--- config.mk ---
export PLATFORM = sky130hd
export DESIGN_NAME = rtco_trim
export DESIGN_NICKNAME = d
export VERILOG_FILES = /design/src/include/rtco_pkg.sv /design/src/core/rtco_trim.sv
export SDC_FILE = /design/constraint.sdc
export NUM_CORES = 1
export LEC_CHECK = 0
export BUFFER_PORTS_ARGS = -buffer_cell sky130_fd_sc_hd__buf_4
export CAP_MARGIN = 20
export CORE_MARGIN = 4
export CORE_UTILIZATION = 45
export CTS_CLUSTER_SIZE = 20
export DETAILED_ROUTE_END_ITERATION = 8
export PLACE_DENSITY_LB_ADDON = 0.12
export SYNTH_ARGS = -nofsm -noshare
export SYNTH_HDL_FRONTEND = slang
export SYNTH_SLANG_ARGS = --single-unit
export TNS_END_PERCENT = 5
--- constraint.sdc ---
create_clock -name core_clk -period 3.4 [get_ports core_clk]
set_input_delay 0.34 -clock core_clk [delete_from_list [all_inputs] [get_ports core_clk]]
set_output_delay 0.34 -clock core_clk [all_outputs]
set_load 0.005 [all_outputs]
--- src/include/rtco_pkg.sv ---
// package: registers, fields and state of the clock trim unit
package rtco_pkg;
  // ----------------------------------------
  // register map
  // ----------------------------------------
  localparam logic [7:0] TRIM_ADDR = 8'h24;
  localparam logic [7:0] OSC_ADDR = 8'h25;
  localparam logic [7:0] IRQ_EN_A_ADDR = 8'h29;
  localparam logic [7:0] IRQ_EN_B_ADDR = 8'h2a;
  localparam logic [7:0] TRIM_RESET = 8'h00;
  localparam logic [7:0] OSC_RESET = 8'h00;
  localparam logic [7:0] IRQ_EN_RESET = 8'h00;
  // ----------------------------------------
  // field positions
  // ----------------------------------------
  localparam int RATE_SEL_BIT = 6;
  localparam int TRIM_IRQ_EN_BIT = 5;
  localparam int TRIM_SIGN_BIT = 7;
  // ----------------------------------------
  // period counts
  // ----------------------------------------
  localparam int NORMAL_HOURS = 4;
  localparam int FAST_MINUTES = 8;
  localparam logic [1:0] HOUR_WRAP = 2'h3;
  localparam logic [2:0] MIN_WRAP = 3'h7;

  typedef struct packed {
    logic [7:0] clock_trim_value;
    logic [7:0] oscillator_control;
    logic [7:0] irq_en_a;
    logic [7:0] irq_en_b;
    logic [1:0] hour_cnt;
    logic [2:0] min_cnt;
    logic active;
    logic fast;
    logic add;
    logic [7:0] remain;
    logic corr_add;
    logic corr_rem;
    logic irq_a;
    logic irq_b;
    logic armed_a;
    logic armed_b;
    logic [7:0] rd_data;
  } rtco_state_t;
endpackage : rtco_pkg

--- src/core/rtco_trim.sv ---
// module: clock trim unit with correction pulse sequencer
`timescale 1ns/100ps
// Contract
// 8-bit trim register, resets to zero
// trim is two's complement, +127 to -128
// rate select is oscillator control bit 6
// normal rate corrects every four hours
// fast rate corrects every eight minutes
// add or remove pulses, oscillator untouched
// normal rate: one pulse per minute
// normal pulses from minute 00, spill over hours
// fast rate: one pulse per second
// fast pulses from second 00, spill over minutes
// event output for every correction pulse
// enabled interrupt pulse per correction
// interrupt cleared by 128 Hz, 1-2 periods
// trim and rate captured at each trigger
module rtco_trim (
  // clock and reset
  input wire logic core_clk,
  input wire logic rst_n,
  input wire logic ce,
  // register port
  input wire logic [7:0] reg_addr,
  input wire logic reg_wr_en,
  input wire logic [7:0] reg_wr_data,
  input wire logic reg_rd_en,
  output logic [7:0] reg_rd_data,
  // time base ticks
  input wire logic sec_tick,
  input wire logic min_tick,
  input wire logic hour_tick,
  input wire logic tick_128hz,
  // correction pulses to the prescaler
  output logic corr_add,
  output logic corr_remove,
  output logic corr_event,
  // interrupt pins
  output logic irq_out_a_n,
  output logic irq_out_b_n
);
  rtco_pkg::rtco_state_t st_ff;
  rtco_pkg::rtco_state_t nxt_st;
  logic trig;
  logic step;
  logic pulse;
  logic [7:0] abs_trim;

  // ----------------------------------------
  // helpers
  // ----------------------------------------
  function automatic logic [7:0] trim_mag(input logic [7:0] v);
    // -128 gives 8'h80, a count of 128
    trim_mag = v[rtco_pkg::TRIM_SIGN_BIT] ? 8'(~v + 8'h01) : v;
  endfunction : trim_mag

  // ----------------------------------------
  // sequencer decode
  // ----------------------------------------
  always_comb begin
    abs_trim = trim_mag(st_ff.clock_trim_value);
    // four-hour trigger
    // eight-minute trigger
    if (st_ff.oscillator_control[rtco_pkg::RATE_SEL_BIT]) begin
      trig = min_tick && (st_ff.min_cnt == rtco_pkg::MIN_WRAP);
    end else begin
      trig = hour_tick && (st_ff.hour_cnt == rtco_pkg::HOUR_WRAP);
    end
    trig = trig && (abs_trim != 8'h00) && !st_ff.active;
    // minute steps
    // second steps
    step = st_ff.active && (st_ff.fast ? sec_tick : min_tick);
    pulse = trig || step;
  end

  // ----------------------------------------
  // next state
  // ----------------------------------------
  always_comb begin
    nxt_st = st_ff;
    nxt_st.corr_add = 1'b0;
    nxt_st.corr_rem = 1'b0;
    if (ce) begin
      // R1 register writes
      if (reg_wr_en) begin
        case (reg_addr)
          rtco_pkg::TRIM_ADDR: nxt_st.clock_trim_value = reg_wr_data;
          rtco_pkg::OSC_ADDR: nxt_st.oscillator_control = reg_wr_data;
          rtco_pkg::IRQ_EN_A_ADDR: nxt_st.irq_en_a = reg_wr_data;
          rtco_pkg::IRQ_EN_B_ADDR: nxt_st.irq_en_b = reg_wr_data;
          default: nxt_st.rd_data = st_ff.rd_data;
        endcase
      end
      if (reg_rd_en) begin
        case (reg_addr)
          rtco_pkg::TRIM_ADDR: nxt_st.rd_data = st_ff.clock_trim_value;
          rtco_pkg::OSC_ADDR: nxt_st.rd_data = st_ff.oscillator_control;
          rtco_pkg::IRQ_EN_A_ADDR: nxt_st.rd_data = st_ff.irq_en_a;
          rtco_pkg::IRQ_EN_B_ADDR: nxt_st.rd_data = st_ff.irq_en_b;
          default: nxt_st.rd_data = 8'h00;
        endcase
      end
      if (hour_tick) begin
        nxt_st.hour_cnt = st_ff.hour_cnt + 2'h1;
      end
      if (min_tick) begin
        nxt_st.min_cnt = st_ff.min_cnt + 3'h1;
      end
      if (trig) begin
        // capture at trigger
        // rate latched from bit 6
        nxt_st.fast = st_ff.oscillator_control[rtco_pkg::RATE_SEL_BIT];
        // signed trim
        nxt_st.add = !st_ff.clock_trim_value[rtco_pkg::TRIM_SIGN_BIT];
        // first pulse at 00, count spills on
        // same for seconds
        nxt_st.remain = abs_trim - 8'h01;
        nxt_st.active = (abs_trim != 8'h01);
      end else if (step) begin
        nxt_st.remain = st_ff.remain - 8'h01;
        nxt_st.active = (st_ff.remain != 8'h01);
      end
      if (pulse) begin
        // pulse, never the oscillator
        nxt_st.corr_add = trig ? !st_ff.clock_trim_value[rtco_pkg::TRIM_SIGN_BIT] : st_ff.add;
        nxt_st.corr_rem = trig ? st_ff.clock_trim_value[rtco_pkg::TRIM_SIGN_BIT] : !st_ff.add;
      end
      // R13 128 hz clear, pulse new event wins
      if (st_ff.irq_a && tick_128hz) begin
        nxt_st.armed_a = 1'b1;
        nxt_st.irq_a = !st_ff.armed_a;
      end
      if (st_ff.irq_b && tick_128hz) begin
        nxt_st.armed_b = 1'b1;
        nxt_st.irq_b = !st_ff.armed_b;
      end
      // enabled interrupt pulses
      if (pulse && st_ff.irq_en_a[rtco_pkg::TRIM_IRQ_EN_BIT]) begin
        nxt_st.irq_a = 1'b1;
        nxt_st.armed_a = 1'b0;
      end
      if (pulse && st_ff.irq_en_b[rtco_pkg::TRIM_IRQ_EN_BIT]) begin
        nxt_st.irq_b = 1'b1;
        nxt_st.armed_b = 1'b0;
      end
    end else begin
      // frozen: pulses hold their value
      nxt_st.corr_add = st_ff.corr_add;
      nxt_st.corr_rem = st_ff.corr_rem;
    end
  end

  always_ff @(posedge core_clk or negedge rst_n) begin
    if (!rst_n) begin
      st_ff <= '0;
      st_ff.clock_trim_value <= rtco_pkg::TRIM_RESET;
      st_ff.oscillator_control <= rtco_pkg::OSC_RESET;
      st_ff.irq_en_a <= rtco_pkg::IRQ_EN_RESET;
      st_ff.irq_en_b <= rtco_pkg::IRQ_EN_RESET;
    end else begin
      st_ff <= nxt_st;
    end
  end

  // ----------------------------------------
  // outputs
  // ----------------------------------------
  assign reg_rd_data = st_ff.rd_data;
  assign corr_add = st_ff.corr_add;
  assign corr_remove = st_ff.corr_rem;
  // correction event
  assign corr_event = st_ff.corr_add || st_ff.corr_rem;
  assign irq_out_a_n = !st_ff.irq_a;
  assign irq_out_b_n = !st_ff.irq_b;

  // ----------------------------------------
  // checks
  // ----------------------------------------
  property p_trim_write;
    @(posedge core_clk) disable iff (!rst_n)
    ce && reg_wr_en && reg_addr == rtco_pkg::TRIM_ADDR
      |=> st_ff.clock_trim_value == $past(reg_wr_data);
  endproperty
  a_trim_write: assert property (p_trim_write) else $error("trim write lost");

  property p_count;
    @(posedge core_clk) disable iff (!rst_n)
    ce && trig |=> st_ff.remain == $past(abs_trim) - 8'h01;
  endproperty
  a_count: assert property (p_count) else $error("pulse count wrong");

  property p_rate;
    @(posedge core_clk) disable iff (!rst_n)
    ce && trig |=> st_ff.fast == $past(st_ff.oscillator_control[rtco_pkg::RATE_SEL_BIT]);
  endproperty
  a_rate: assert property (p_rate) else $error("rate not captured");

  property p_normal_step;
    @(posedge core_clk) disable iff (!rst_n)
    ce && st_ff.active && !st_ff.fast && min_tick |=> corr_event;
  endproperty
  a_normal_step: assert property (p_normal_step) else $error("minute pulse missing");

  property p_fast_step;
    @(posedge core_clk) disable iff (!rst_n)
    ce && st_ff.active && st_ff.fast && sec_tick |=> corr_event;
  endproperty
  a_fast_step: assert property (p_fast_step) else $error("second pulse missing");

  property p_exclusive;
    @(posedge core_clk) disable iff (!rst_n)
    !(corr_add && corr_remove);
  endproperty
  a_exclusive: assert property (p_exclusive) else $error("add and remove together");

  property p_irq_a;
    @(posedge core_clk) disable iff (!rst_n)
    ce && pulse && st_ff.irq_en_a[rtco_pkg::TRIM_IRQ_EN_BIT] |=> !irq_out_a_n ##0 corr_event;
  endproperty
  a_irq_a: assert property (p_irq_a) else $error("irq a missing");

  property p_irq_b;
    @(posedge core_clk) disable iff (!rst_n)
    ce && pulse && st_ff.irq_en_b[rtco_pkg::TRIM_IRQ_EN_BIT] |=> !irq_out_b_n ##0 corr_event;
  endproperty
  a_irq_b: assert property (p_irq_b) else $error("irq b missing");

  property p_irq_hold;
    @(posedge core_clk) disable iff (!rst_n)
    ce && !irq_out_a_n && !st_ff.armed_a && tick_128hz |=> !irq_out_a_n;
  endproperty
  a_irq_hold: assert property (p_irq_hold) else $error("irq cleared too soon");

  property p_capture;
    @(posedge core_clk) disable iff (!rst_n)
    ce && st_ff.active && !pulse |=> $stable(st_ff.remain) && $stable(st_ff.add);
  endproperty
  a_capture: assert property (p_capture) else $error("sequence disturbed");
endmodule : rtco_trim

==> results of run 1 <==
==> critical path, stage by stage, from the launching register on <==
cell and delay, ns:
dfrtp_1 0.51, inv_1 0.18, ha_1 0.35, mux2_2 0.31, inv_1 0.10, ha_1 0.16
inv_1 0.04, a211oi_1 0.46, a31oi_1 0.34, o311ai_0 0.44, a21oi_1 0.08
==> sequential cells by signal (all words and copies together), names as in the netlist <==
signal,count
reg_rd_data,8
corr_add,1
st_ff,52
corr_remove,1
==> layer usage <==
layer  global-route usage [%]  part of all wire (%)
met5                        0                     0
met4                     5.33                   1.5
met3                     5.60                   4.4
met2                     27.4                    46
met1                     24.8                    48
==> final cells by class <==
class	count	area share (%)
Clock buffer	15	3.99
Sequential cell	62	39.6
Inverter	12	1.15
Clock inverter	1	0.128
Timing Repair Buffer	43	8.25
Tap cell	99	3.16
Multi-Input combinational cell	224	43.7
==> power groups by stage <==
stage | sequential, mW | combinational (mW) | clock (mW)
after global routing | 0.965 | 0.480 | 0.601
final | 0.948 | 0.419 | 0.550
after detailed placement | 0.959 | 0.421 | 0
after CTS | 0.946 | 0.423 | 0.568
after global placement | 0.957 | 0.408 | 0
after floorplan | 0.932 | 0.300 | 0
==> how the worst min path moves through the flow <==
| stage | endpoint | slack, ns | depth (start not counted) |
|---|---|---|---|
| final | corr_add | 0.09 | 1 |
| after global routing | corr_add | 0.14 | 1 |
| after CTS | corr_add | 0.11 | 1 |
| after detailed placement | corr_add | 0.47 | 1 |
| after global placement | st_ff[25] | 0.47 | 1 |
| after floorplan | corr_add | 0.04 | 0 |
==> logic make-up after synthesis <==
logic type      synth area share (%)
compound gates                  17.9
buf+inv                         5.61
fa+ha+maj                       3.26
xor+xnor                        2.03
mux                             12.8
simple gates                    13.5
flops                           44.9
==> cell usage after synthesis (4+ instances only) <==
master / n
nand2_1: 26
dfrtp_1: 62
buf_2: 4
nor2_1: 15
mux2_4: 8
a22o_1: 11
a21oi_1: 12
clkbuf_1: 9
a211oi_1: 5
a21o_1: 4
o21ai_0: 13
mux2_2: 25
a31oi_1: 6
a22oi_1: 18
inv_1: 12
and3_1: 4
ha_1: 9
buf_4: 8
mux2i_1: 4
nand3_1: 7
xnor2_1: 7
==> flow_summary.ini, run 1 <==
[status]
status = finished, final reports clean

[grt]
grt_pass1_vias = 2569
antenna_found_initial = 0
grt_pass1_wl_um = 12600
grt_use_total_pct = 18.1
grt_start_max_net_pins = 63
grt_overflow_total = 0

[timing]
period_needed_ns = 3.11
rsz0062_at_grt = false
max_slew.worst_pin.slew_ns = 0.788
fin_skew_ns = 0.00631
finalSetupViolations = 0
fin_ws_ns = 0.292
tns_ns = 0
maxSlewViolCount = 0
fin_crit_sh_pct = 91.4
finalHoldViolations = 0
whs_ns = 0.0873
relSlewSlack_pct = 47.5
timing.fmax_ghz = 0.322

[pwr]
irDropWorstVdd_uv = 301
p_per_area_nw_per_um2 = 489
p_comb_share_pct = 21.9
p_int_mw = 1.34
clkPwrFrac_pct = 28.7
power_mw = 1.92
p_leak_nw = 1.84
p_sw_uw = 574
seqPwrFrac_pct = 49.5
swShare_pct = 30.0

[floorplanning]
initial_core_util_pct = 46.9
die_y_um = 95.6
ios = 38
die_w_um = 95.6
fp.dieArea_um2 = 9150
num_rows = 31
core_um2 = 7370

[route]
via_per_inst = 5.69
drtAntennaViolNets = 0
avgRoutedWirePerCell_um = 16.8
vias = 2594
totalWireLength_um = 7650
drtPass1Iterations = 4
drc = 0
drt-initial-drc-count = 133

[logic_synthesis]
synth_top_area_share_pct = 44.9
yosys_warnings = 0
yosys.area.top_type = dfrtp_1
synthFlopType = dfrtp_1
synth_cells = 322
async_reset_ff_share_pct = 100
ys_ff_latch = 62
synth-edff-count = 0
yosysSeqAreaShare_pct = 44.9
mappedNetlistArea_um2 = 3460
synth_area_leaders = dfrtp_1 45%, mux2_2 8.1%, a22oi_1 3.9%
synth_fp_nets = 356
syn_area_per_cell_um2 = 10.7
ys_types = 56

[run]
maxCapViolCount = 0

[clocking]
clk_latency_ns = 0.34
htreeDepth = 3
cts_sinks = 62
numCtsBuffers = 9
clk_path_buf_depth = 2
cts_resized = 0
tritoncts = built
path_clk_slew_ns = 0.07
cts_setup_buffers = 0
hold_buffers = 0
cts-root-buf = clkbuf_8

[worst_setup_path]
arrival_ns = 3.30
worstSetupEndpoint = st_ff[17]
r2r_start = st_ff[54]
end_kind = register
r2r_end = st_ff[17]
cp_max_fo = 10
required_ns = 3.60
cp-start-kind = register
cp-startpoint = st_ff[54]
reg2reg_depth = 10
crit_type = register to register
r2r_setup_slack_ns = 0.29

[final_layout]
fill_cells = 699
final_cell_count_no_fill = 456
diodes = 0
final_util_pct = 53.1
post-route-cell-area_um2 = 3920
syn2layout_area_growth_pct = 13.3
regArea_um2 = 1550
final_cell_mix = 62 x dfrtp_1, 43 x buf_4, 26 x nand2_1
final_nets = 386
layout_commonest_cell = dfrtp_1
final_layout_size_suffix_gt1_share_pct = 27.7
multi_input_comb_area_um2 = 1710

[placement]
placed_area_um2 = 3750
post-place-ws_ns = 0.369
gp_congestion = 0.911
dp.cells = 440
portBuffers = 37
dp.final_hpwl_um = 5410

[hold_path]
hp-class = primary input to async pin
(Power assumes the default switching activity.)
==> inputs of run 2 (changes only) <==
--- a/config.mk
+++ b/config.mk
@@ -11,7 +11,9 @@
 export CORE_UTILIZATION = 45
 export CTS_CLUSTER_SIZE = 20
 export DETAILED_ROUTE_END_ITERATION = 8
+export MAX_ROUTING_LAYER = met4
 export PLACE_DENSITY_LB_ADDON = 0.12
+export SETUP_SLACK_MARGIN = 0.4
 export SYNTH_ARGS = -nofsm -noshare
 export SYNTH_HDL_FRONTEND = slang
 export SYNTH_SLANG_ARGS = --single-unit
==> flow_summary.ini, run 2 (synthesis results as in run 1) <==
[status]
status = finished, final reports clean

[pwr]
irDropWorstVdd_uv = 226
p_leak_nw = 1.87
p_per_area_nw_per_um2 = 540

[final_layout]
final_layout_size_suffix_gt1_share_pct = 29.4
layout_commonest_cell = dfrtp_1
final_nets = 386
final_cell_mix = 61 x dfrtp_1, 43 x buf_4, 26 x nand2_1
post-route-cell-area_um2 = 4000
diodes = 0
final_cell_count_no_fill = 456
largest_register = st_ff
largest_reg_flops = 52
syn2layout_area_growth_pct = 15.7

[timing]
period_needed_ns = 2.79
fin_crit_sh_pct = 82.1
maxSlewViolCount = 0
max_slew.worst_pin.slew_ns = 0.796
fin_ws_ns = 0.608
rsz0062_at_grt = false
relSlewSlack_pct = 46.9
timing.fmax_ghz = 0.358
fin_skew_ns = 0.00879
finalSetupViolations = 0
whs_ns = 0.0598
finalHoldViolations = 0
tns_ns = 0

[grt]
grt_pass1_vias = 2518
grt_pass1_wl_um = 12700
antenna_found_initial = 0
grt_overflow_total = 0
grt_start_max_net_pins = 63
grt_use_total_pct = 19.0

[placement]
dp.final_hpwl_um = 5590
portBuffers = 37
placed_area_um2 = 3750
dp.cells = 440
gp_congestion = 0.940
post-place-ws_ns = 0.430

[floorplanning]
num_rows = 31
ios = 38
fp.dieArea_um2 = 9150
die_w_um = 95.6
die_y_um = 95.6
core_um2 = 7370
initial_core_util_pct = 46.9

[worst_setup_path]
end_kind = register
cp_max_fo = 10
crit_type = register to register
required_ns = 3.61
arrival_ns = 3.00
cp-start-kind = register

[clocking]
numCtsBuffers = 9
path_clk_slew_ns = 0.07
tritoncts = built
cts_sinks = 62
clk_latency_ns = 0.35
hold_buffers = 0
cts-root-buf = clkbuf_8
clk_path_buf_depth = 2
htreeDepth = 3

[route]
drtAntennaViolNets = 0
vias = 2624
drt-initial-drc-count = 193
via_per_inst = 5.75
drc = 0
totalWireLength_um = 7970
avgRoutedWirePerCell_um = 17.5
drtPass1Iterations = 4

[hold_path]
hp-class = primary input to async pin

[run]
maxCapViolCount = 0
## run 2: critical path: stages, from the launching register on
cell      delay [ns]
dfrtp_2         0.47
inv_1           0.20
ha_1            0.30
nor3b_2         0.35
a311oi_1        0.22
a211oi_2        0.39
a31oi_1         0.27
o311ai_0        0.38
a21oi_1         0.07
## run 2: worst paths after layout
check | endpoint | depth (start not counted) | slack, ns | start
worst max-delay path | st_ff[17] | 8 | 0.61 | st_ff[54]
worst min-delay path | corr_remove | 1 | 0.06 | rst_n
worst max register to register | st_ff[17] | 8 | 0.61 | st_ff[54]
worst min register to register | st_ff[28] | 1 | 0.49 | st_ff[28]
max in group asynchronous | st_ff[54] | 1 | 2.75 | rst_n
min in group core_clk | st_ff[54] | 3 | 0.23 | reg_wr_data[0]
## run 2: stage by stage
stage / power (mW) / util [%]
floorplan: 1.23 / -
global placement: 1.36 / 50.9
detailed placement: 1.39 / 50.9
CTS: 2.18 / 54.2
global route: 2.27 / 54.2
finish: 2.16 / 54.2
## run 2: repair_timing
action	CTS	global route
buffers inserted	0	0
endpoints found under the setup margin	0	14
resized for setup	0	2
## run 2: routing by layer
| metal | up-vias | share of wire (%) | GRT usage [%] | wire, um |
|---|---|---|---|---|
| met3 | 11 | 4.4 | 3.79 | 352 |
| met5 | - | 0 | - | 0 |
| met2 | 50 | 47 | 28.5 | 3730 |
| met1 | 1319 | 47 | 25.5 | 3760 |
| met4 | 0 | 1.6 | 6.75 | 128 |
| li1 | 1244 | - | - | - |
## run 2: cell type report
class	count	area [um2]
Clock buffer	10	128
Multi-Input combinational cell	224	1720
Sequential cell	62	1550
Inverter	12	45.0
Tap cell	99	124
Fill cell	695	3370
Timing Repair Buffer	43	323
Clock inverter	6	110
## run 2: power by group
group	internal [mW]	switching, mW	total, mW
clock network	0.486	0.300	0.786
registers	0.850	0.101	0.951
logic	0.207	0.213	0.421
==> inputs of run 3 (changes only) <==
==> constraint.sdc (replaced) <==
create_clock -name core_clk -period 2.5 [get_ports core_clk]
set_input_delay 0.25 -clock core_clk [delete_from_list [all_inputs] [get_ports core_clk]]
set_output_delay 0.25 -clock core_clk [all_outputs]
set_load 0.005 [all_outputs]
==> flow_summary.ini, run 3 (synthesis results as in run 1) <==
[clocking]
clk_path_buf_depth = 2
cts-root-buf = clkbuf_8
path_clk_slew_ns = 0.07
numCtsBuffers = 9
hold_buffers = 0
clk_latency_ns = 0.35
htreeDepth = 3
tritoncts = built
cts_sinks = 62

[timing]
fin_crit_sh_pct = 88.6
max_slew.worst_pin.slew_ns = 0.802
maxSlewViolCount = 0
tns_ns = 0
finalHoldViolations = 13
timing.fmax_ghz = 0.452
rsz0062_at_grt = true
relSlewSlack_pct = 46.6
period_needed_ns = 2.21
finalSetupViolations = 0
whs_ns = -0.0181
fin_skew_ns = 0.0104

[final_layout]
final_nets = 395
largest_reg_flops = 52
final_util_pct = 56.7
final_layout_size_suffix_gt1_share_pct = 34.4
final_cell_mix = 62 x dfrtp_1, 52 x buf_4, 25 x nand2_1
largest_register = st_ff
syn2layout_area_growth_pct = 20.9
layout_commonest_cell = dfrtp_1
diodes = 0

[worst_setup_path]
r2r_setup_slack_ns = 0.29
end_kind = register
required_ns = 2.73
cp_max_fo = 6
reg2reg_depth = 9
arrival_ns = 2.45
crit_type = register to register
cp-start-kind = register

[hold_path]
hp-class = primary input to async pin

[placement]
portBuffers = 37
gp_congestion = 0.825
dp.final_hpwl_um = 5420

[route]
drtPass1Iterations = 4
totalWireLength_um = 7590
vias = 2599
drc = 0
avgRoutedWirePerCell_um = 16.3
drtAntennaViolNets = 0
via_per_inst = 5.59
drt-initial-drc-count = 160

[floorplanning]
core_um2 = 7370
initial_core_util_pct = 46.9
ios = 38
die_w_um = 95.6
num_rows = 31
die_y_um = 95.6
fp.dieArea_um2 = 9150

[grt]
grt_pass1_vias = 2539
grt_use_total_pct = 18.6
grt_pass1_wl_um = 12600
grt_overflow_total = 0
antenna_found_initial = 0
grt_start_max_net_pins = 63

[pwr]
p_per_area_nw_per_um2 = 716
swShare_pct = 28.7
seqPwrFrac_pct = 43.0
irDropWorstVdd_uv = 286
clkPwrFrac_pct = 36.7
p_comb_share_pct = 20.3
power_mw = 2.99
p_sw_uw = 858
p_int_mw = 2.13
p_leak_nw = 1.94

[status]
violations = negative hold slack
status = complete, but fails checks

[run]
maxCapViolCount = 0
-- run 3: through the flow --
stage          setup slack, ns  hold slack, ns  std cells  instance area, um2
2_1_floorplan            0.200         -0.0456        322                3560
3_3_place_gp             0.104           0.386        446                3880
3_5_place_dp            0.0570           0.395        446                3880
4_1_cts                  0.285          0.0163        465                4180
5_1_grt                  0.149          0.0513        465                4180
6_report                 0.285         -0.0181        465                4180
-- run 3: cell type report --
class	instances	area [um2]
tap	99	124
clock inverter	7	121
fill	643	3190
multi-input combinational	224	1810
inverter	12	55.1
sequential	62	1550
timing repair buffer	52	390
clock buffer	9	124
-- run 3: power groups by stage --
stage | combinational, mW | sequential (mW) | clock, mW
after floorplan | 0.430 | 1.27 | 0
final | 0.607 | 1.29 | 1.10
after CTS | 0.613 | 1.28 | 1.12
after detailed placement | 0.601 | 1.30 | 0
after global placement | 0.586 | 1.30 | 0
after global routing | 0.689 | 1.30 | 1.17
-- run 3: timing repair --
action,in CTS,in global routing
setup buffers,3,0
gates resized for setup,6,0
endpoints found under the setup margin,17,25
pin swaps,4,0
-- run 3: path summary, 6_finish.rpt --
kind / from / end
max in group asynchronous: rst_n / st_ff[56]
max: st_ff[54] / st_ff[23]
min reg2reg: st_ff[28] / st_ff[28]
max reg2reg: st_ff[54] / st_ff[23]
min in group core_clk: reg_wr_data[4] / st_ff[58]
min: rst_n / st_ff[14]
-- run 3: routing by layer --
layer | up-vias | routed length (um) | part of all wire (%) | GRT usage (%)
li1 | 1261 | - | - | -
met4 | 0 | 121 | 1.6 | 7.82
met2 | 43 | 3410 | 45 | 26.3
met3 | 10 | 236 | 3.1 | 3.55
met5 | - | 0 | 0 | -
met1 | 1285 | 3820 | 50 | 26.0
-- run 3: critical path: stages, from the launching register on --
cell,delay [ns]
dfrtp_1,0.44
inv_8,0.07
ha_4,0.19
mux2_4,0.29
inv_4,0.07
ha_4,0.12
inv_2,0.04
a211oi_4,0.31
a31o_4,0.27
mux2_4,0.30
